## src/design/sapi_defines.vh

```
// Constants of the converter control and readout block
`ifndef SAPI_DEFINES_VH
`define SAPI_DEFINES_VH

`define SAPI_CLK_NS       10
`define SAPI_T_CONV_NS    400
`define SAPI_T_RECOV_NS   20
`define SAPI_T_ACQ_NS     100
`define SAPI_T_TRIG_NS    20
`define SAPI_T_PRE_NS     50
`define SAPI_T_POST_NS    40

// Longest times round down, least times round up
`define SAPI_CONV_CYC  (`SAPI_T_CONV_NS / `SAPI_CLK_NS)
`define SAPI_RECOV_CYC (`SAPI_T_RECOV_NS / `SAPI_CLK_NS)
`define SAPI_ACQ_CYC   ((`SAPI_T_ACQ_NS + `SAPI_CLK_NS - 1) / `SAPI_CLK_NS)
`define SAPI_TRIG_CYC  ((`SAPI_T_TRIG_NS + `SAPI_CLK_NS - 1) / `SAPI_CLK_NS)
`define SAPI_PRE_CYC   ((`SAPI_T_PRE_NS + `SAPI_CLK_NS - 1) / `SAPI_CLK_NS)
`define SAPI_POST_CYC  ((`SAPI_T_POST_NS + `SAPI_CLK_NS - 1) / `SAPI_CLK_NS)

`define SAPI_PRIME_CONV   2'd3
`define SAPI_RES_W        16
`define SAPI_SAR_STEPS    16
`define SAPI_FIFO_D       8
`define SAPI_FIFO_AW      3
`define SAPI_MSB_FLIP     16'h8000
`define SAPI_LOW_FILL     8'hff
`define SAPI_RESULT_RST   16'h0000

`endif

```

## src/design/sapi_adc_ctrl.v

```verilog
// Converter control, result latch and parallel readout
//
// Contract
// RL1: Conversion timing comes from the local clock; no host clock used.
// RL2: Host holds trigger low 20 ns with chip select low to start.
// RL3: Trigger falling edge ends sampling and freezes the input value.
// RL4: Busy rises after trigger falls and stays high until conversion ends.
// RL5: Sampling starts at once with select low, else at its fall.
// RL6: Strobe and select may stay high; select low needed at trigger.
// RL7: Bus driven only with select and strobe both low, else released.
// RL8: Host reads nothing from 50 ns before to 40 ns after trigger.
// RL9: Result is two's complement, 7fff top, 8000 bottom.
// RL10: Half select low puts whole word on the bus, msb on top.
// RL11: Half select high puts low byte on top lanes, ones below.
// RL12: Byte host reads high byte first, then low byte, top lanes.
// RL13: Byte reads work with strobe pulsed or held low throughout.
// RL14: Reset pin is active low, independent of select, held 25 ns.
// RL15: Reset aborts a running conversion within 50 ns.
// RL16: Reset clears the output result latch to zero.
// RL17: Normal work resumes, sampling starts, 20 ns after reset release.
// RL18: Sampling restarts at later of busy fall and select fall.
// RL19: Trigger during conversion with select low starts self reset.
// RL20: Power-up resets itself; three conversions before all is clear.
// RL21: Each conversion takes 400 ns for 2 MHz throughput; here a full FIFO stretches it until a slot frees.
// RL22: Host allows 100 ns of sampling before the next trigger.
// RL23: Finished result is latched and held until next result or reset.
`timescale 1ns/1ns
`include "sapi_defines.vh"
module sapi_adc_ctrl (
   // Clock and power-on reset
   input  wire        REF_CLK,
   input  wire        RST,
   // Host control pins
   input  wire        RESET_N,
   input  wire        CONV_TRIG_N,
   input  wire        CHIP_SEL_N,
   input  wire        READ_STROBE_N,
   input  wire        HALF_SELECT,
   // Held analog value, as signed code
   input  wire [15:0] ANALOG_IN,
   // Status
   output wire        BUSY,
   output wire        SAMPLING,
   output wire        PRIMED,
   output wire        TRIG_SHORT,
   output wire        ACQ_SHORT,
   output wire        QUIET_VIOL,
   // Result bus
   output wire [15:0] RESULT_BUS_LANES_O,
   output wire        RESULT_BUS_LANES_OE_N
);
   localparam [1:0] ST_RECOV  = 2'd0;
   localparam [1:0] ST_WAIT   = 2'd1;
   localparam [1:0] ST_SAMPLE = 2'd2;
   localparam [1:0] ST_CONV   = 2'd3;

   // Cycle counts, cut to the counter width on purpose
   localparam integer CONV_I  = `SAPI_CONV_CYC;
   localparam integer RECOV_I = `SAPI_RECOV_CYC;
   localparam integer ACQ_I   = `SAPI_ACQ_CYC;
   localparam integer TRIG_I  = `SAPI_TRIG_CYC;
   localparam integer PRE_I   = `SAPI_PRE_CYC;
   localparam integer POST_I  = `SAPI_POST_CYC;
   localparam integer STEPS_I = `SAPI_SAR_STEPS;

   localparam [5:0] CONV_CYC  = CONV_I[5:0];
   localparam [5:0] RECOV_CYC = RECOV_I[5:0];
   localparam [5:0] ACQ_CYC   = ACQ_I[5:0];
   localparam [5:0] TRIG_CYC  = TRIG_I[5:0];
   localparam [5:0] PRE_CYC   = PRE_I[5:0];
   localparam [5:0] POST_CYC  = POST_I[5:0];
   localparam [5:0] SAR_STEPS = STEPS_I[5:0];

   // Saturating increment of a cycle counter
   function [5:0] sat_inc;
      input [5:0] v;
      begin
         if (v == 6'h3f) begin
            sat_inc = v;
         end else begin
            sat_inc = v + 6'h01;
         end
      end
   endfunction

   reg  [1:0]  state_q;
   reg  [1:0]  state_d;
   reg  [5:0]  cnt_q;
   reg  [5:0]  cnt_d;
   reg         busy_q;
   reg         busy_d;
   reg         trig_q;
   reg         cs_q;
   reg  [5:0]  trig_low_q;
   reg  [5:0]  acq_q;
   reg  [5:0]  since_rd_q;
   reg  [5:0]  since_trig_q;
   reg         trig_short_q;
   reg         acq_short_q;
   reg         quiet_q;
   reg  [1:0]  prime_q;
   reg  [15:0] latch_q;
   reg  [15:0] bus_q;
   reg         push;
   reg         sar_start;

   wire        cs_low;
   wire        reading;
   wire        trig_fall;
   wire        trig_rise;
   wire        cs_fall;
   wire        in_conv;
   wire        in_sample;
   wire        start;
   wire        abort;
   wire        clr;
   wire        sar_step;
   wire [15:0] sar_result;
   wire        fifo_in_ready;
   wire        fifo_out_valid;
   wire [15:0] fifo_out_data;
   wire        fifo_out_ready;

   assign cs_low    = ~CHIP_SEL_N;
   assign reading   = cs_low & ~READ_STROBE_N;
   assign trig_fall = trig_q & ~CONV_TRIG_N;
   assign trig_rise = ~trig_q & CONV_TRIG_N;
   assign cs_fall   = cs_q & cs_low;
   assign in_conv   = (state_q == ST_CONV);
   assign in_sample = (state_q == ST_SAMPLE);
   // Trigger counts only with select low
   assign start     = trig_fall & cs_low; // RL6
   // Trigger while converting aborts like the pin
   assign abort     = start & in_conv; // RL19
   assign clr       = ~RESET_N | abort; // RL14 RL15
   assign sar_step  = in_conv & (cnt_q < SAR_STEPS);

   // Edge history of host pins
   always @(posedge REF_CLK or posedge RST) begin
      if (RST) begin
         trig_q <= 1'b1;
         cs_q   <= 1'b1;
      end else begin
         trig_q <= CONV_TRIG_N;
         cs_q   <= CHIP_SEL_N;
      end
   end

   // Conversion sequencer, timed by the local clock only
   always @* begin // RL1
      state_d   = state_q;
      cnt_d     = cnt_q;
      busy_d    = busy_q;
      push      = 1'b0;
      sar_start = 1'b0;
      case (state_q)
         ST_RECOV: begin
            cnt_d = cnt_q + 6'h01;
            // First sampling period after release
            if (cnt_q == RECOV_CYC - 6'h01) begin
               state_d = ST_SAMPLE; // RL17
               cnt_d   = 6'h00;
            end
         end
         ST_WAIT: begin
            if (start) begin
               state_d   = ST_CONV;
               cnt_d     = 6'h00;
               busy_d    = 1'b1;
               sar_start = 1'b1;
            end else if (cs_fall) begin
               state_d = ST_SAMPLE; // RL5 RL18
            end
         end
         ST_SAMPLE: begin
            if (start) begin
               state_d   = ST_CONV; // RL3
               cnt_d     = 6'h00;
               busy_d    = 1'b1; // RL4
               sar_start = 1'b1;
            end
         end
         default: begin
            if (cnt_q == CONV_CYC - 6'h01) begin // RL21
               // Full FIFO stalls the end of conversion
               if (fifo_in_ready) begin
                  push   = 1'b1;
                  busy_d = 1'b0; // RL4
                  if (cs_low) begin
                     state_d = ST_SAMPLE; // RL5
                  end else begin
                     state_d = ST_WAIT; // RL18
                  end
               end
            end else begin
               cnt_d = cnt_q + 6'h01;
            end
         end
      endcase
   end

   always @(posedge REF_CLK or posedge RST) begin // RL20
      if (RST) begin
         state_q <= ST_RECOV;
         cnt_q   <= 6'h00;
         busy_q  <= 1'b0;
      end else if (clr) begin
         // Held here while the pin is low, one cycle on a self reset
         state_q <= ST_RECOV; // RL15 RL19
         cnt_q   <= 6'h00;
         busy_q  <= 1'b0;
      end else begin
         state_q <= state_d;
         cnt_q   <= cnt_d;
         busy_q  <= busy_d;
      end
   end

   sapi_sar u_sar (
      .clk       (REF_CLK),
      .rst       (RST),
      .clr       (clr),
      .start     (sar_start), // RL3
      .step      (sar_step),
      .sample_in (ANALOG_IN),
      .result    (sar_result) // RL9
   );

   // Drain stalls while the host is reading the latch
   assign fifo_out_ready = ~reading; // RL13

   sapi_fifo #(
      .W  (`SAPI_RES_W),
      .D  (`SAPI_FIFO_D),
      .AW (`SAPI_FIFO_AW)
   ) u_fifo (
      .clk       (REF_CLK),
      .rst       (RST),
      .clr       (clr),
      .in_valid  (push),
      .in_ready  (fifo_in_ready),
      .in_data   (sar_result),
      .out_valid (fifo_out_valid),
      .out_ready (fifo_out_ready),
      .out_data  (fifo_out_data)
   );

   // Output latch and registered bus data
   always @(posedge REF_CLK or posedge RST) begin
      if (RST) begin
         latch_q <= `SAPI_RESULT_RST;
         bus_q   <= `SAPI_RESULT_RST;
      end else begin
         if (clr) begin
            latch_q <= `SAPI_RESULT_RST; // RL16
         end else if (fifo_out_valid & fifo_out_ready) begin
            latch_q <= fifo_out_data; // RL23
         end
         if (HALF_SELECT) begin
            bus_q <= {latch_q[7:0], `SAPI_LOW_FILL}; // RL11 RL12
         end else begin
            bus_q <= latch_q; // RL10
         end
      end
   end

   assign RESULT_BUS_LANES_O    = bus_q;
   assign RESULT_BUS_LANES_OE_N = ~reading; // RL7

   // Power-on priming over three completed conversions
   always @(posedge REF_CLK or posedge RST) begin
      if (RST) begin
         prime_q <= 2'd0;
      end else if (push & (prime_q != `SAPI_PRIME_CONV)) begin
         prime_q <= prime_q + 2'd1; // RL20
      end
   end

   // Host timing monitors
   always @(posedge REF_CLK or posedge RST) begin
      if (RST) begin
         trig_low_q   <= 6'h00;
         acq_q        <= 6'h00;
         since_rd_q   <= 6'h3f;
         since_trig_q <= 6'h3f;
      end else begin
         if (trig_fall) begin
            trig_low_q <= 6'h01;
         end else if (~CONV_TRIG_N) begin
            trig_low_q <= sat_inc(trig_low_q);
         end
         if (state_q == ST_SAMPLE) begin
            acq_q <= sat_inc(acq_q);
         end else begin
            acq_q <= 6'h00;
         end
         if (reading) begin
            since_rd_q <= 6'h00;
         end else begin
            since_rd_q <= sat_inc(since_rd_q);
         end
         if (trig_fall) begin
            since_trig_q <= 6'h00;
         end else begin
            since_trig_q <= sat_inc(since_trig_q);
         end
      end
   end

   // Sticky violation flags, cleared by either reset
   always @(posedge REF_CLK or posedge RST) begin
      if (RST) begin
         trig_short_q <= 1'b0;
         acq_short_q  <= 1'b0;
         quiet_q      <= 1'b0;
      end else begin
         if (trig_rise & (trig_low_q < TRIG_CYC)) begin
            trig_short_q <= 1'b1; // RL2
         end else if (~RESET_N) begin
            trig_short_q <= 1'b0;
         end
         if (start & (state_q == ST_SAMPLE) & (acq_q < ACQ_CYC)) begin
            acq_short_q <= 1'b1; // RL22
         end else if (~RESET_N) begin
            acq_short_q <= 1'b0;
         end
         if ((trig_fall & (since_rd_q < PRE_CYC)) |
             (reading & (since_trig_q < POST_CYC))) begin
            quiet_q <= 1'b1; // RL8
         end else if (~RESET_N) begin
            quiet_q <= 1'b0;
         end
      end
   end

   assign BUSY       = busy_q;
   assign SAMPLING   = in_sample;
   assign PRIMED     = (prime_q == `SAPI_PRIME_CONV);
   assign TRIG_SHORT = trig_short_q;
   assign ACQ_SHORT  = acq_short_q;
   assign QUIET_VIOL = quiet_q;
endmodule // sapi_adc_ctrl

```

## src/design/sapi_fifo.v

```verilog
// Result FIFO with registered read data
`timescale 1ns/1ns
module sapi_fifo #(
   parameter W  = 16,
   parameter D  = 8,
   parameter AW = 3
) (
   // Clock and reset
   input  wire         clk,
   input  wire         rst,
   input  wire         clr,
   // Fill side
   input  wire         in_valid,
   output wire         in_ready,
   input  wire [W-1:0] in_data,
   // Drain side
   output wire         out_valid,
   input  wire         out_ready,
   output wire [W-1:0] out_data
);
   reg  [W-1:0] mem [0:D-1];
   reg  [AW-1:0] wr_q;
   reg  [AW-1:0] rd_q;
   reg  [AW:0]   cnt_q;
   reg  [W-1:0]  out_q;
   reg           ov_q;
   wire          push;
   wire          load;

   assign in_ready  = (cnt_q != D[AW:0]);
   assign push      = in_valid & in_ready;
   // Head moves into the output register when it is free
   assign load      = (cnt_q != {(AW+1){1'b0}}) & (~ov_q | out_ready);
   assign out_valid = ov_q;
   assign out_data  = out_q;

   always @(posedge clk) begin
      if (push) begin
         mem[wr_q] <= in_data;
      end
   end

   always @(posedge clk or posedge rst) begin
      if (rst) begin
         wr_q  <= {AW{1'b0}};
         rd_q  <= {AW{1'b0}};
         cnt_q <= {(AW+1){1'b0}};
         out_q <= {W{1'b0}};
         ov_q  <= 1'b0;
      end else if (clr) begin
         wr_q  <= {AW{1'b0}};
         rd_q  <= {AW{1'b0}};
         cnt_q <= {(AW+1){1'b0}};
         ov_q  <= 1'b0;
      end else begin
         if (push) begin
            wr_q <= wr_q + 1'b1;
         end
         if (load) begin
            rd_q  <= rd_q + 1'b1;
            out_q <= mem[rd_q];
            ov_q  <= 1'b1;
         end else if (out_ready) begin
            ov_q <= 1'b0;
         end
         if (push & ~load) begin
            cnt_q <= cnt_q + 1'b1;
         end else if (load & ~push) begin
            cnt_q <= cnt_q - 1'b1;
         end
      end
   end
endmodule // sapi_fifo

```

## src/design/sapi_sar.v

```verilog
// Successive approximation register and sample hold
`timescale 1ns/1ns
`include "sapi_defines.vh"
module sapi_sar (
   // Clock and reset
   input  wire        clk,
   input  wire        rst,
   input  wire        clr,
   // Control
   input  wire        start,
   input  wire        step,
   input  wire [15:0] sample_in,
   // Result, two's complement
   output wire [15:0] result
);
   reg  [15:0] held_q;
   reg  [15:0] trial_q;
   reg  [15:0] mask_q;
   wire [15:0] probe;

   assign probe  = trial_q | mask_q;
   assign result = trial_q ^ `SAPI_MSB_FLIP;

   always @(posedge clk or posedge rst) begin
      if (rst) begin
         held_q  <= 16'h0000;
         trial_q <= 16'h0000;
         mask_q  <= 16'h0000;
      end else if (clr) begin
         trial_q <= 16'h0000;
         mask_q  <= 16'h0000;
      end else if (start) begin
         // Offset binary so unsigned compare orders codes
         held_q  <= sample_in ^ `SAPI_MSB_FLIP;
         trial_q <= 16'h0000;
         mask_q  <= `SAPI_MSB_FLIP;
      end else if (step) begin
         if (probe <= held_q) begin
            trial_q <= probe;
         end
         mask_q <= {1'b0, mask_q[15:1]};
      end
   end
endmodule // sapi_sar

```

## config.mk

```make
export PLATFORM = sky130hd
export DESIGN_NAME = sapi_adc_ctrl
export DESIGN_NICKNAME = d
export VERILOG_FILES = /design/src/design/sapi_adc_ctrl.v /design/src/design/sapi_fifo.v /design/src/design/sapi_sar.v
export VERILOG_INCLUDE_DIRS = /design/src /design/src/design
export SDC_FILE = /design/constraint.sdc
export NUM_CORES = 1
export LEC_CHECK = 0
export BUFFER_PORTS_ARGS = -buffer_cell sky130_fd_sc_hd__buf_4
export CORE_ASPECT_RATIO = 0.6
export CORE_UTILIZATION = 40
export CTS_CLUSTER_DIAMETER = 100
export DETAILED_ROUTE_END_ITERATION = 6
export GPL_ROUTABILITY_DRIVEN = 0
export PLACE_DENSITY = 0.63
export SETUP_SLACK_MARGIN = 0.02
export SYNTH_ARGS = -nofsm -noshare
export SYNTH_HDL_FRONTEND = slang
export SYNTH_SLANG_ARGS = --single-unit
```

## constraint.sdc

```tcl
create_clock -name REF_CLK -period 7.8 [get_ports REF_CLK]
set_input_delay 0 -clock REF_CLK [delete_from_list [all_inputs] [get_ports REF_CLK]]
set_output_delay 0 -clock REF_CLK [all_outputs]
set_load 0.05 [all_outputs]
```

Word-level counts from Yosys, hierarchy flattened
Memory sizes are Yosys's and may differ from the RTL's. A register that Yosys moved wholly into a read port is not among the register bits.
Cells that the tools add are included.

storage, ports and cells
  flip-flop bits (word level) = 131
  latch bits = 0
  bits in writable memories = 128
  memory bits (read-only) = 0
  input port bits = 23
  output and inout port bits = 23
  logic and storage cells = 180
  memories = 1

memories
  memory      depth  width  read ports  clocked after memory_dff  write ports  RTL line        RTL
  u_fifo.mem  8      16     1           1                         1            sapi_fifo.v:21  reg [W-1:0] mem [0:D-1];

cells by class
  add/subtract/negate cells = 10
  multiply operators = 0
  divide/modulo/power cells = 0
  order comparisons = 6
  equality and inequality tests = 27
  shift-type cells = 0
  muxes and demuxes = 59
  bitwise gates (word level) = 34
  reductions and logical operators = 21

operators by type and width
  cell                                                  count
  2-to-1 mux 16 bit                                     10
  2-to-1 mux 6 bit                                      13
  adder 6 x 1 -> 6 bit (second input constant)          5
  equality test 6 bit (second input constant)           5
  AND 1 bit                                             18
  2-to-1 mux 1 bit                                      18
  less-or-equal comparator 16 bit                       1
  2-to-1 mux 2 bit                                      8
  OR 16 bit                                             1
  nonzero test 3 bit                                    5
  < comparator 6 x 3 -> 1 bit (second input constant)   2
  2-to-1 mux 3 bit                                      4
  2-to-1 mux 4 bit                                      3
  != test 2 bit (second input constant)                 6
  inverter 1 bit                                        12
  one-hot mux 6 bit (2 select lines)                    1
  AND reduction 2 bit                                   5
  nonzero test 5 bit                                    2
  != test 3 x 1 -> 1 bit (second input constant)        3
  != test 2 x 1 -> 1 bit (second input constant)        4
  != test 4 bit (second input constant)                 2
  adder 3 x 1 -> 3 bit (second input constant)          2
  equality test 2 bit (second input constant)           3
  equality test 6 x 1 -> 1 bit (second input constant)  1
  other kinds (19)                                      23

Longest topological paths before layout
Gate-level depths: netlist of the first run.

  word-level depth = 10
  depth in mapped cells = 11
  mapped depth without buffers = 10

Modules after synthesis
Synthesis of the first run repeated with hierarchy kept, for this count alone.

second synthesis, totals
  cell total of the unflattened synthesis = 929
  area total of the unflattened synthesis = 12139.1 um2

modules (own cells, without submodules)
  module         instances  cells each  area each (um2)  sequential area each (um2)
  sapi_fifo      1          320         6100.9           4519.3
  sapi_adc_ctrl  1          329         3400.8           1819.2
  sapi_sar       1          280         2637.5           1201.2

Least setup slack after synthesis of the first run
OpenSTA, ideal clock, no wires.

  path type = flip-flop to flip-flop
  start = register cnt_q[0]
  end = memory u_fifo.mem[4][0] (enable)
  setup time = 0.409 ns
  data arrival time = 2.719 ns
  required time = 7.391 ns
  slack = 4.671 ns
  stages on the path, launching flop included = 8
  clock period less this slack = 3.129 ns
  cell sequence = dfrtp_1 > ha_1 > nand4b_2 > or4_4 > buf_6 > inv_1 > nand2_1 > nor3_1

on the way
  word-level cells in the longest chain between the ends = 6

RTL lines
  element                                 RTL line             RTL
  start: declaration                      sapi_adc_ctrl.v:88   reg [5:0] cnt_q;
  start signal: assignment                sapi_adc_ctrl.v:214  cnt_q <= cnt_d;
  equality test 6 bit                     sapi_adc_ctrl.v:184  if (cnt_q == CONV_CYC - 6'h01) begin
  2-to-1 mux 1 bit                        sapi_adc_ctrl.v:184
  2-to-1 mux 1 bit                        sapi_adc_ctrl.v:156  case (state_q)
  AND 1 bit                               sapi_fifo.v:31       assign push = in_valid & in_ready;
  2-to-1 mux 1 bit                        sapi_fifo.v:38       if (push) begin
  2-to-1 mux 1 bit (not written as such)  sapi_fifo.v:39       mem[wr_q] <= in_data;
  end: declaration                        sapi_fifo.v:21

No other way between the ends.

Final worst setup path of the first run
  start = register cnt_q[0]
  end = register u_fifo.cnt_q[3]

on the way
  word-level cells in the longest chain between the ends = 7
  elaborated cells on any way between the ends = 10
  those cells by class = eq/ne: 1; mux: 4; bitwise: 4; reduce/logical: 1

RTL lines
  element                                                 RTL line                        RTL
  equality test 6 bit (*)                                 sapi_adc_ctrl.v:184
  2-to-1 mux 1 bit (*)                                    sapi_adc_ctrl.v:184
  2-to-1 mux 1 bit (*)                                    sapi_adc_ctrl.v:156
  AND 1 bit (*)                                           sapi_fifo.v:31
  AND 1 bit or inverter 1 bit (tied branches)             sapi_fifo.v:66, sapi_fifo.v:68
  2-to-1 mux 4 bit or AND 1 bit (tied branches)           sapi_fifo.v:66, sapi_fifo.v:68
  2-to-1 mux 4 bit or nonzero test 3 bit (tied branches)  --
  end signal: assignment                                  sapi_fifo.v:53                  cnt_q <= {(AW+1){1'b0}};
  end signal: assignment                                  sapi_fifo.v:67                  cnt_q <= cnt_q + 1'b1;
  end signal: assignment                                  sapi_fifo.v:69                  cnt_q <= cnt_q - 1'b1;
  end: declaration                                        sapi_fifo.v:24                  reg [AW:0] cnt_q;

Mark *: on every way between the ends. The rest lies on a longest branch, timed or not.
A chain may end at the register's enable or synchronous reset.

==> impl_metrics.json, run 1 <==
{
  "final_common_cell": "dfrtp_1",
  "r2r_setup_slack_ns": 4.75,
  "r2r_start": "cnt_q[0]",
  "slew_violations": 0,
  "p_per_area_nw_per_um2": 252.5,
  "ys_warn_count": 0,
  "grt_overflow": 0,
  "fp-row-count": 48,
  "final_cell_mix": "132 x dfrtp_1, 128 x edfxtp_1, 114 x nand2_1",
  "io_pins": 46,
  "crit_type": "register to register",
  "max_stage_delay_ns": 0.61,
  "grt_pass1_wl_mm": 37.77,
  "cp_max_fo": 11,
  "setup_violations": 0,
  "ys_seq_elements": 275,
  "portBuffers": 45,
  "h-tree-depth": 1,
  "syn-num-nets": 931,
  "cts_tree": "yes",
  "ys_async_sr_fraction_pct": 53.45,
  "min_period_over_period_pct": 39.13,
  "ctsLongestPathBuffers": 3,
  "nets": 1007,
  "avgSynthCellArea_sq_um": 13.40,
  "hp-class": "primary input to async pin",
  "critPathLaunch": "cnt_q[0]",
  "slowest_stage": "or4_4",
  "wl_mm": 23.03,
  "cp_data_required_time_ns": 8.20,
  "worstMarginPinSlew_ns": 1.121,
  "cts-root-buf": "clkbuf_16",
  "synthCells": 874,
  "worstPathCellList": "ha_1 > nand4b_2 > or4_4 > or2_2 > ha_1 > a21o_1 > a21oi_1 > and3_1 > o21a_1 > nor3_2",
  "status": "completed",
  "synth-edff-count": 128,
  "drive_gt1_share_pct": 21.55,
  "netlist_area_sq_um": 11710,
  "end_kind": "register",
  "routedWlPerCell_um": 17.12,
  "grtUsageTotal_pct": 15.98,
  "area_growth_pct": 16.06,
  "hpwl_mm": 14.83,
  "ys.flop_type": "dfrtp_1",
  "grt_pass1_vias": 6665,
  "drc_errors": 0,
  "antenna_found_initial": 0,
  "ant_nets": 0,
  "fmax_mhz": 327.6,
  "rsz0062_at_grt": "false",
  "synth.yosys.seq_area_share_pct": 64.37,
  "worst_path_most_repeated_cell": "ha_1",
  "power_leakage_nw": 5.388,
  "final.setup.tns_ns": 0,
  "drt_iter0_drc": 513,
  "via_per_inst": 5.119,
  "clkTransAtPathRegs_ns": 0.07,
  "relSlewSlack_pct": 25.13,
  "start_util_pct": 40.72,
  "cp.arrival_ns": 3.45,
  "maxCapViolCount": 0,
  "grt_max_degree": 83,
  "core_region_area_sq_um": 28770,
  "layout_min_cycle_time_ns": 3.052,
  "ys_types": 63,
  "die_h_um": 134.6,
  "clkLatencyLatePin_ns": 0.53,
  "die_w_um": 222.9,
  "n_antenna_cell": 0,
  "numCtsBuffers": 26,
  "drtPass1Iterations": 5,
  "hold_ws_ns": 0.1680,
  "clock_skew_ns": 0.01131,
  "hold_violations": 0,
  "vias": 6885,
  "ir_worst_vdd_mv": 0.1325,
  "die_area_sq_um": 30000,
  "startpoint_type": "register",
  "cts.sinks": 275,
  "nFillCells": 2509
}
worst max-delay path, delay by kind of cell (launching register included):
family	cells	cell delay, ns
AO/OA/AOI/OAI	3	0.54
adder cells (fa/ha/maj)	2	0.56
flip-flops	1	0.43
AND/OR/NAND/NOR	5	1.41
registers in the layout, indices dropped and copies added (netlist names), 2 cells and up:
name and cells:
u_fifo.cnt_q 4, u_fifo.wr_q 3, u_sar.mask_q 16, trig_low_q 6, since_trig_q 6, u_sar.held_q 16, u_fifo.rd_q 3, u_sar.trial_q 16
acq_q 6, RESULT_BUS_LANES_O 16, u_fifo.mem 128, prime_q 2, since_rd_q 6, u_fifo.out_data 16, state_q 2, latch_q 16
cnt_q 6
routing by layer:
| layer | vias to the layer above | track usage (%) | wire length (um) |
|---|---|---|---|
| li1 | 3333 | - | - |
| met3 | 22 | 3.090 | 1078 |
| met1 | 3390 | 26.47 | 12510 |
| met2 | 140 | 21.30 | 9116 |
| met5 | - | 0 | 0 |
| met4 | 0 | 3.065 | 329 |
through the flow:
stage                     setup slack [ns]  std cells  total power, mW  utilization, %  instance area, sq um
after floorplan                      3.872        874            2.033               -                 11710
after global placement               4.856       1275            2.141           43.48                 12510
after detailed placement             4.788       1275            2.158           43.48                 12510
after CTS                            4.762       1345            3.464           47.26                 13600
after global routing                 4.574       1345            3.594           47.26                 13600
final                                4.748       1345            3.433           47.26                 13600
report_power, final:
part,switching (mW),leakage [nW],internal (mW),total [mW]
logic,0.253,1.89,0.170,0.423
registers,0.0808,3.08,1.63,1.72
clock network,0.547,0.423,0.747,1.29
path summary, 6_finish.rpt:
path                                 endpoint  depth (start not counted)
setup / recovery              u_fifo.cnt_q[3]                         10
hold / removal                       acq_q[4]                          3
setup reg to reg              u_fifo.cnt_q[3]                         10
hold reg to reg            u_fifo.out_data[5]                          2
max in group asynchronous      u_fifo.rd_q[0]                          4
min in group REF_CLK                     cs_q                          2
kinds of logic after synthesis:
logic type | Yosys count | share of synthesized area, %
DFF | 275 | 64.37
and+or+nand+nor | 244 | 10.04
AOI/OAI and AO/OA | 144 | 7.605
buffers and inverters | 86 | 2.937
muxes | 76 | 10.17
adders and majority gates | 34 | 3.696
xor gates and xnor gates | 15 | 1.186
Yosys cell counts (2+ instances only):
cell type | instances | area [sq um]
a211oi_1 | 5 | 37.54
a21o_1 | 3 | 22.52
a21oi_1 | 50 | 250.2
a22oi_1 | 2 | 15.01
a311oi_1 | 3 | 26.28
a31oi_1 | 8 | 50.05
a41oi_1 | 2 | 17.52
and2_1 | 3 | 18.77
and3_1 | 8 | 50.05
buf_1 | 2 | 7.510
buf_2 | 8 | 40.04
clkbuf_1 | 22 | 82.58
dfrtp_1 | 133 | 3328
dfstp_2 | 14 | 367.9
edfxtp_1 | 128 | 3844
ha_1 | 33 | 412.9
inv_1 | 52 | 195.2
mux2_2 | 24 | 270.3
mux2i_1 | 20 | 200.2
mux4_2 | 32 | 720.7
nand2_1 | 114 | 427.9
nand2b_1 | 6 | 37.54
nand3_1 | 8 | 40.04
nand4_1 | 11 | 68.82
nor2_1 | 36 | 135.1
nor2b_1 | 5 | 31.28
nor3_1 | 7 | 35.03
nor3_2 | 3 | 30.03
nor3b_1 | 2 | 15.01
nor4_1 | 5 | 31.28
o211ai_1 | 2 | 15.01
o21a_1 | 2 | 15.01
o21ai_0 | 37 | 185.2
o2bb2ai_1 | 2 | 17.52
o31ai_1 | 2 | 15.01
o41ai_1 | 15 | 131.4
or2_2 | 25 | 156.4
or3_1 | 2 | 12.51
or4_1 | 2 | 15.01
xnor2_1 | 6 | 52.55
xor2_1 | 8 | 70.07
cell type report:
cell class | count | area [sq um] | share of cell area, %
Tap cell | 375 | 469.2 | 3.451
Clock buffer | 35 | 715.7 | 5.264
Multi-Input combinational cell | 513 | 3847 | 28.30
Inverter | 52 | 200.2 | 1.472
Clock inverter | 13 | 151.4 | 1.114
Sequential cell | 275 | 7541 | 55.47
Timing Repair Buffer | 82 | 670.6 | 4.933
what timing repair did:
item | CTS | global route
hold endpoints to repair | 132 | 0
hold buffers | 22 | 0
resized for setup | 0 | 0
setup buffers | 0 | 0
Power figures use the tool's default switching activity.
==> run 2: changes to the inputs <==
--- a/config.mk
+++ b/config.mk
@@ -6,13 +6,14 @@
 export SDC_FILE = /design/constraint.sdc
 export NUM_CORES = 1
 export LEC_CHECK = 0
+export ABC_AREA = 1
 export BUFFER_PORTS_ARGS = -buffer_cell sky130_fd_sc_hd__buf_4
 export CORE_ASPECT_RATIO = 0.6
 export CORE_UTILIZATION = 40
 export CTS_CLUSTER_DIAMETER = 100
 export DETAILED_ROUTE_END_ITERATION = 6
 export GPL_ROUTABILITY_DRIVEN = 0
-export PLACE_DENSITY = 0.63
+export PLACE_DENSITY = 0.65
 export SETUP_SLACK_MARGIN = 0.02
 export SYNTH_ARGS = -nofsm -noshare
 export SYNTH_HDL_FRONTEND = slang
==> constraint.sdc (replaced) <==
create_clock -name REF_CLK -period 2.6 [get_ports REF_CLK]
set_input_delay 0 -clock REF_CLK [delete_from_list [all_inputs] [get_ports REF_CLK]]
set_output_delay 0 -clock REF_CLK [all_outputs]
set_load 0.05 [all_outputs]
==> impl_metrics.json, run 2 <==
{
  "status": "completed",
  "p_int_mw": 8.090,
  "critPathTopFamily": "simple AND/OR/NAND/NOR gates",
  "reg2reg_to": "u_fifo.cnt_q[3]",
  "crit_type": "register to register",
  "die_h_um": 137.0,
  "fp-row-count": 48,
  "power_leakage_nw": 5.972,
  "worstPathCellList": "ha_1 > nand2_1 > nor3_2 > nand3_2 > inv_2 > nand2_1 > ha_1 > a21oi_1 > nand2_1 > xor2_1 > xor2_1 > nand2_1 > nand2_1",
  "regMostFlops": "u_fifo.mem",
  "ctsLongestPathBuffers": 3,
  "ys_warn_count": 0,
  "grt_pass1_vias": 7945,
  "drt_iter0_drc": 660,
  "comb_power_share_pct": 25.9,
  "cts_tree": "yes",
  "vias": 8399,
  "final_core_util_pct": 48.01,
  "synthTopCellsByArea": "edfxtp_1 32%, dfrtp_1 27%, nand2_1 5.8%, o21ai_0 4.8%, nor2_1 3.9%",
  "ys_async_sr_fraction_pct": 53.45,
  "clkLatencyLatePin_ns": 0.54,
  "synthCells": 1186,
  "relSlewSlack_pct": 57.42,
  "multiInputGateArea_sq_um": 3926,
  "hp-class": "primary input to async pin",
  "final_cell_mix": "188 x nand2_1, 131 x dfrtp_1, 128 x edfxtp_1",
  "nFillCells": 2734,
  "cts-root-buf": "clkbuf_16",
  "layout_min_cycle_time_ns": 2.384,
  "syn-num-nets": 1243,
  "wl_mm": 26.33,
  "setup_violations": 0,
  "grt_max_degree": 62,
  "avgSynthCellArea_sq_um": 10.24,
  "p_sw_share_pct": 32.92,
  "seq_power_share_pct": 44.8,
  "grt_pass1_wl_mm": 43.04,
  "netlist.area_leader.share_pct": 31.65,
  "drive_gt1_share_pct": 13.16,
  "end_kind": "register",
  "core_region_area_sq_um": 29310,
  "grtUsageTotal_pct": 17.72,
  "slew_violations": 0,
  "cp_max_fo": 4,
  "via_per_inst": 5.008,
  "numCtsBuffers": 24,
  "nets": 1316,
  "p_per_area_nw_per_um2": 857.1,
  "cp.buffers_inverters": 1,
  "worstMarginPinSlew_ns": 0.6381,
  "drtPass1Iterations": 7,
  "ys_types": 50,
  "min_period_over_period_pct": 91.69,
  "maxCapViolCount": 0,
  "cp.arrival_ns": 2.82,
  "routedWlPerCell_um": 15.70,
  "antenna_found_initial": 0,
  "clkTransAtPathRegs_ns": 0.07,
  "ff2ff_path_depth": 13,
  "hold_violations": 0,
  "portBuffers": 45,
  "hpwl_mm": 16.96,
  "place_area_sq_um": 13090,
  "cp_data_required_time_ns": 3.03,
  "worst_path_most_repeated_cell": "nand2_1",
  "cts.sinks": 275,
  "n_antenna_cell": 0,
  "area_growth_pct": 15.88,
  "r2r_start": "cnt_q[1]",
  "synth_common_cells": "188 x nand2_1, 133 x dfrtp_1, 128 x edfxtp_1, 127 x nor2_1, 121 x inv_1",
  "die_w_um": 226.9,
  "ys.flop_type": "dfrtp_1",
  "io_pins": 46,
  "slowest_stage": "dfrtp_1",
  "seq_area_sq_um": 7542,
  "clock_skew_ns": 0.01279,
  "startpoint_type": "register",
  "drc_errors": 0,
  "ir_worst_vdd_mv": 0.4401,
  "yosysMostFrequentCell": "nand2_1",
  "grt_overflow": 0,
  "h-tree-depth": 1,
  "ant_nets": 0,
  "fmax_mhz": 419.5,
  "die_area_sq_um": 31080,
  "cts_setup_buffers": 0,
  "synth.yosys.seq_area_share_pct": 62.09,
  "start_util_pct": 41.44,
  "netlist_area_sq_um": 12140,
  "ys_seq_elements": 275,
  "rsz0062_at_grt": "false",
  "synth-edff-count": 128,
  "largest_reg_flops": 128,
  "r2r_setup_slack_ns": 0.22,
  "synth_largest_area_cell": "edfxtp_1",
  "postLayoutCellArea_sq_um": 14070,
  "pwr-share-clk_pct": 29.3,
  "power.switching_mw": 3.970,
  "max_stage_delay_ns": 0.39,
  "final_common_cell": "nand2_1"
}
## run 2: worst max-delay path by stage
stage / endpoint / start / slack (ns) / cells past startpoint
after global routing: u_fifo.cnt_q[3] / cnt_q[0] / 0.03 / 13
after CTS: u_fifo.cnt_q[3] / cnt_q[0] / 0.19 / 13
after global placement: u_fifo.cnt_q[3] / cnt_q[0] / 0.26 / 13
after detailed placement: u_fifo.cnt_q[3] / cnt_q[0] / 0.20 / 13
final: u_fifo.cnt_q[3] / cnt_q[1] / 0.22 / 13
after floorplan: u_fifo.mem[2][0] / cnt_q[0] / -0.16 / 7
## run 2: kinds of logic after synthesis
group | count (synthesis) | share of synthesized area (%)
and+or+nand+nor | 442 | 15.95
DFF | 275 | 62.09
AOI/OAI and AO/OA | 249 | 11.62
buffers and inverters | 175 | 5.914
adders and majority gates | 34 | 3.565
muxes | 6 | 0.5049
xor gates and xnor gates | 5 | 0.3607
## run 2: power groups by stage
stage                     combinational (mW)  clock (mW)  sequential (mW)
after global placement                  3.06           0             5.47
final                                   3.13        3.53             5.40
after detailed placement                3.11           0             5.49
after CTS                               3.16        3.61             5.40
after floorplan                         2.14           0             5.56
after global routing                    3.57        3.79             5.47
## run 2: per-stage QoR
stage | TNS [ns] | hold WS (ns) | cells | setup WS [ns] | total power [mW]
after floorplan | -19.55 | 0.004478 | 1186 | -0.1568 | 7.704
after global placement | 0 | 0.08427 | 1611 | 0.2588 | 8.524
after detailed placement | 0 | 0.08057 | 1611 | 0.2026 | 8.598
after CTS | 0 | 0.06434 | 1677 | 0.1912 | 12.17
after global routing | 0 | 0.08830 | 1677 | 0.03287 | 12.84
final | 0 | 0.05935 | 1677 | 0.2161 | 12.06
## run 2: layout make-up
| cell class | count | area share (%) |
|---|---|---|
| Clock buffer | 38 | 4.970 |
| Clock inverter | 6 | 0.4712 |
| Inverter | 128 | 3.476 |
| Multi-Input combinational cell | 736 | 27.90 |
| Sequential cell | 275 | 53.60 |
| Tap cell | 400 | 3.557 |
| Timing Repair Buffer | 94 | 6.028 |
## run 2: repair_timing
item / 4_1_cts / 5_1_grt
endpoints found under the hold margin: 191 / 0
hold buffers: 22 / 0
endpoints found under the setup margin: 0 / 1
gates resized for setup: 0 / 1
## run 2: metal layers
| metal | global-route usage (%) | wire (um) |
|---|---|---|
| met1 | 28.37 | 13890 |
| met2 | 24.79 | 10680 |
| met3 | 3.328 | 1435 |
| met4 | 2.983 | 327 |
| met5 | 0 | 0 |
## run 2: worst reg2reg max path: stages, from the launching register on
cell and delay, ns:
dfrtp_1 0.39, ha_1 0.18, nand2_1 0.11, nor3_2 0.25
nand3_2 0.12, inv_2 0.10, nand2_1 0.13, ha_1 0.35
a21oi_1 0.16, nand2_1 0.08, xor2_1 0.15, xor2_1 0.16
nand2_1 0.06, nand2_1 0.04
==> run 3: changes to the inputs <==
--- a/config.mk
+++ b/config.mk
@@ -6,7 +6,6 @@
 export SDC_FILE = /design/constraint.sdc
 export NUM_CORES = 1
 export LEC_CHECK = 0
-export ABC_AREA = 1
 export BUFFER_PORTS_ARGS = -buffer_cell sky130_fd_sc_hd__buf_4
 export CORE_ASPECT_RATIO = 0.6
 export CORE_UTILIZATION = 40
==> impl_metrics.json, run 3 (synthesized netlist as in run 1, its figures left out) <==
{
  "start_util_pct": 40.72,
  "power.switching_mw": 2.642,
  "grt_pass1_wl_mm": 38.70,
  "cp.arrival_ns": 2.86,
  "worstMarginPinSlew_ns": 1.048,
  "numCtsBuffers": 26,
  "cts-root-buf": "clkbuf_16",
  "placedCellCount": 1327,
  "vias": 7274,
  "layout_min_cycle_time_ns": 2.446,
  "drive_gt1_share_pct": 26.71,
  "cp_max_fo": 3,
  "drt_iter0_drc": 604,
  "worst_path_most_repeated_cell": "ha_1",
  "min_period_over_period_pct": 94.07,
  "critPathTopFamily": "simple AND/OR/NAND/NOR gates",
  "worstPathCellList": "ha_1 > inv_1 > or4_4 > or2_4 > ha_1 > a21o_1 > a21oi_2 > and3_4 > o21a_1 > nor3_2",
  "p_int_mw": 7.902,
  "drtPass1Iterations": 5,
  "postLayoutCellArea_sq_um": 14150,
  "cts_tree": "yes",
  "power_leakage_nw": 5.710,
  "ant_nets": 0,
  "hold_ws_ns": 0.1153,
  "relSlewSlack_pct": 30.15,
  "hp-class": "primary input to async pin",
  "pwr-share-clk_pct": 38.6,
  "final_cells": 1397,
  "hold_violations": 0,
  "slowest_stage": "or4_4",
  "nets": 1059,
  "r2r_start": "state_q[0]",
  "grt_max_degree": 57,
  "die_area_sq_um": 30000,
  "grt_pass1_vias": 7031,
  "cp_data_required_time_ns": 3.02,
  "critPathLaunch": "state_q[0]",
  "end_kind": "register",
  "area_growth_pct": 20.79,
  "routedWlPerCell_um": 17.06,
  "ir_worst_vdd_mv": 0.4058,
  "power_mw": 10.54,
  "largest_reg_flops": 128,
  "antenna_found_initial": 0,
  "n_antenna_cell": 0,
  "drc_errors": 0,
  "startpoint_type": "register",
  "rsz0062_at_grt": "false",
  "core_region_area_sq_um": 28770,
  "p_per_area_nw_per_um2": 745.2,
  "p_sw_share_pct": 25.06,
  "slew_violations": 0,
  "cts.sinks": 275,
  "die_h_um": 134.6,
  "regMostFlops": "u_fifo.mem",
  "grt_overflow": 0,
  "clock_skew_ns": 0.01620,
  "final_common_cell": "dfrtp_1",
  "r2r_setup_slack_ns": 0.15,
  "seq_power_share_pct": 48.7,
  "portBuffers": 45,
  "maxCapViolCount": 0,
  "status": "completed",
  "nFillCells": 2454,
  "clkTransAtPathRegs_ns": 0.07,
  "setup_violations": 0,
  "place_area_sq_um": 12980,
  "die_w_um": 222.9,
  "ff2ff_path_depth": 10,
  "io_pins": 46,
  "h-tree-depth": 1,
  "cp.buffers_inverters": 1,
  "max_stage_delay_ns": 0.52,
  "final.setup.tns_ns": 0,
  "hpwl_mm": 16.13,
  "fp-row-count": 48,
  "cp_num_cells": 10,
  "wl_mm": 23.83,
  "ctsLongestPathBuffers": 3,
  "comb_power_share_pct": 12.7,
  "clkLatencyLatePin_ns": 0.54,
  "crit_type": "register to register",
  "grtUsageTotal_pct": 16.28,
  "fmax_mhz": 408.9,
  "reg2reg_to": "u_fifo.cnt_q[3]",
  "final_cell_mix": "131 x dfrtp_1, 128 x edfxtp_1, 114 x nand2_1",
  "via_per_inst": 5.207
}
## run 3: routing by layer
layer  vias up  wire (um)  track usage [%]
li1       3444          -                -
met1      3616      12370            25.93
met2       179       9841            23.00
met3        35       1262            3.090
met4         0        359            3.103
met5         -          0                0
## run 3: how the worst max path moves through the flow
stage | slack [ns] | end
4_1_cts | 0.03 | u_fifo.cnt_q[3]
3_5_place_dp | -0.03 | u_fifo.cnt_q[3]
5_1_grt | 0.03 | u_fifo.cnt_q[3]
3_3_place_gp | 0.02 | u_fifo.cnt_q[3]
2_1_floorplan | -0.20 | u_fifo.mem[3][0]
6_report | 0.15 | u_fifo.cnt_q[3]
## run 3: cell type report
| type | instances | area (sq um) | area share, % |
|---|---|---|---|
| clock buffer | 39 | 800.8 | 5.660 |
| timing repair buffer | 134 | 1124 | 7.941 |
| multi-input combinational | 513 | 3884 | 27.45 |
| tap | 375 | 469.2 | 3.316 |
| sequential | 275 | 7542 | 53.31 |
| inverter | 52 | 198.9 | 1.406 |
| clock inverter | 9 | 130.1 | 0.9197 |
## run 3: power groups by stage
stage	Sequential, mW	Combinational [mW]	Clock [mW]
2_1_floorplan	5.24	0.872	0
3_3_place_gp	5.20	1.26	0
3_5_place_dp	5.22	1.30	0
4_1_cts	5.13	1.34	4.17
5_1_grt	5.18	1.51	4.34
6_report	5.13	1.34	4.07
## run 3: through the flow
step / worst slack, ns / utilization (%)
finish: 0.1543 / 49.18
CTS: 0.03128 / 49.12
floorplan: -0.2025 / -
global placement: 0.01734 / 45.11
global route: 0.02956 / 49.18
detailed placement: -0.02941 / 45.11
## run 3: worst register-to-register path, stage by stage (launching register included)
cell and delay, ns:
dfrtp_1 0.36, ha_1 0.17, inv_1 0.07, or4_4 0.52
or2_4 0.26, ha_1 0.27, a21o_1 0.16, a21oi_2 0.15
and3_4 0.20, o21a_1 0.12, nor3_2 0.04
## run 3: timing repair
item	CTS	global route
hold buffers	22	0
resized for setup	1	4
pin swaps	1	7
endpoints found under the hold margin	83	0
buffers inserted	0	1
endpoints found under the setup margin	1	1
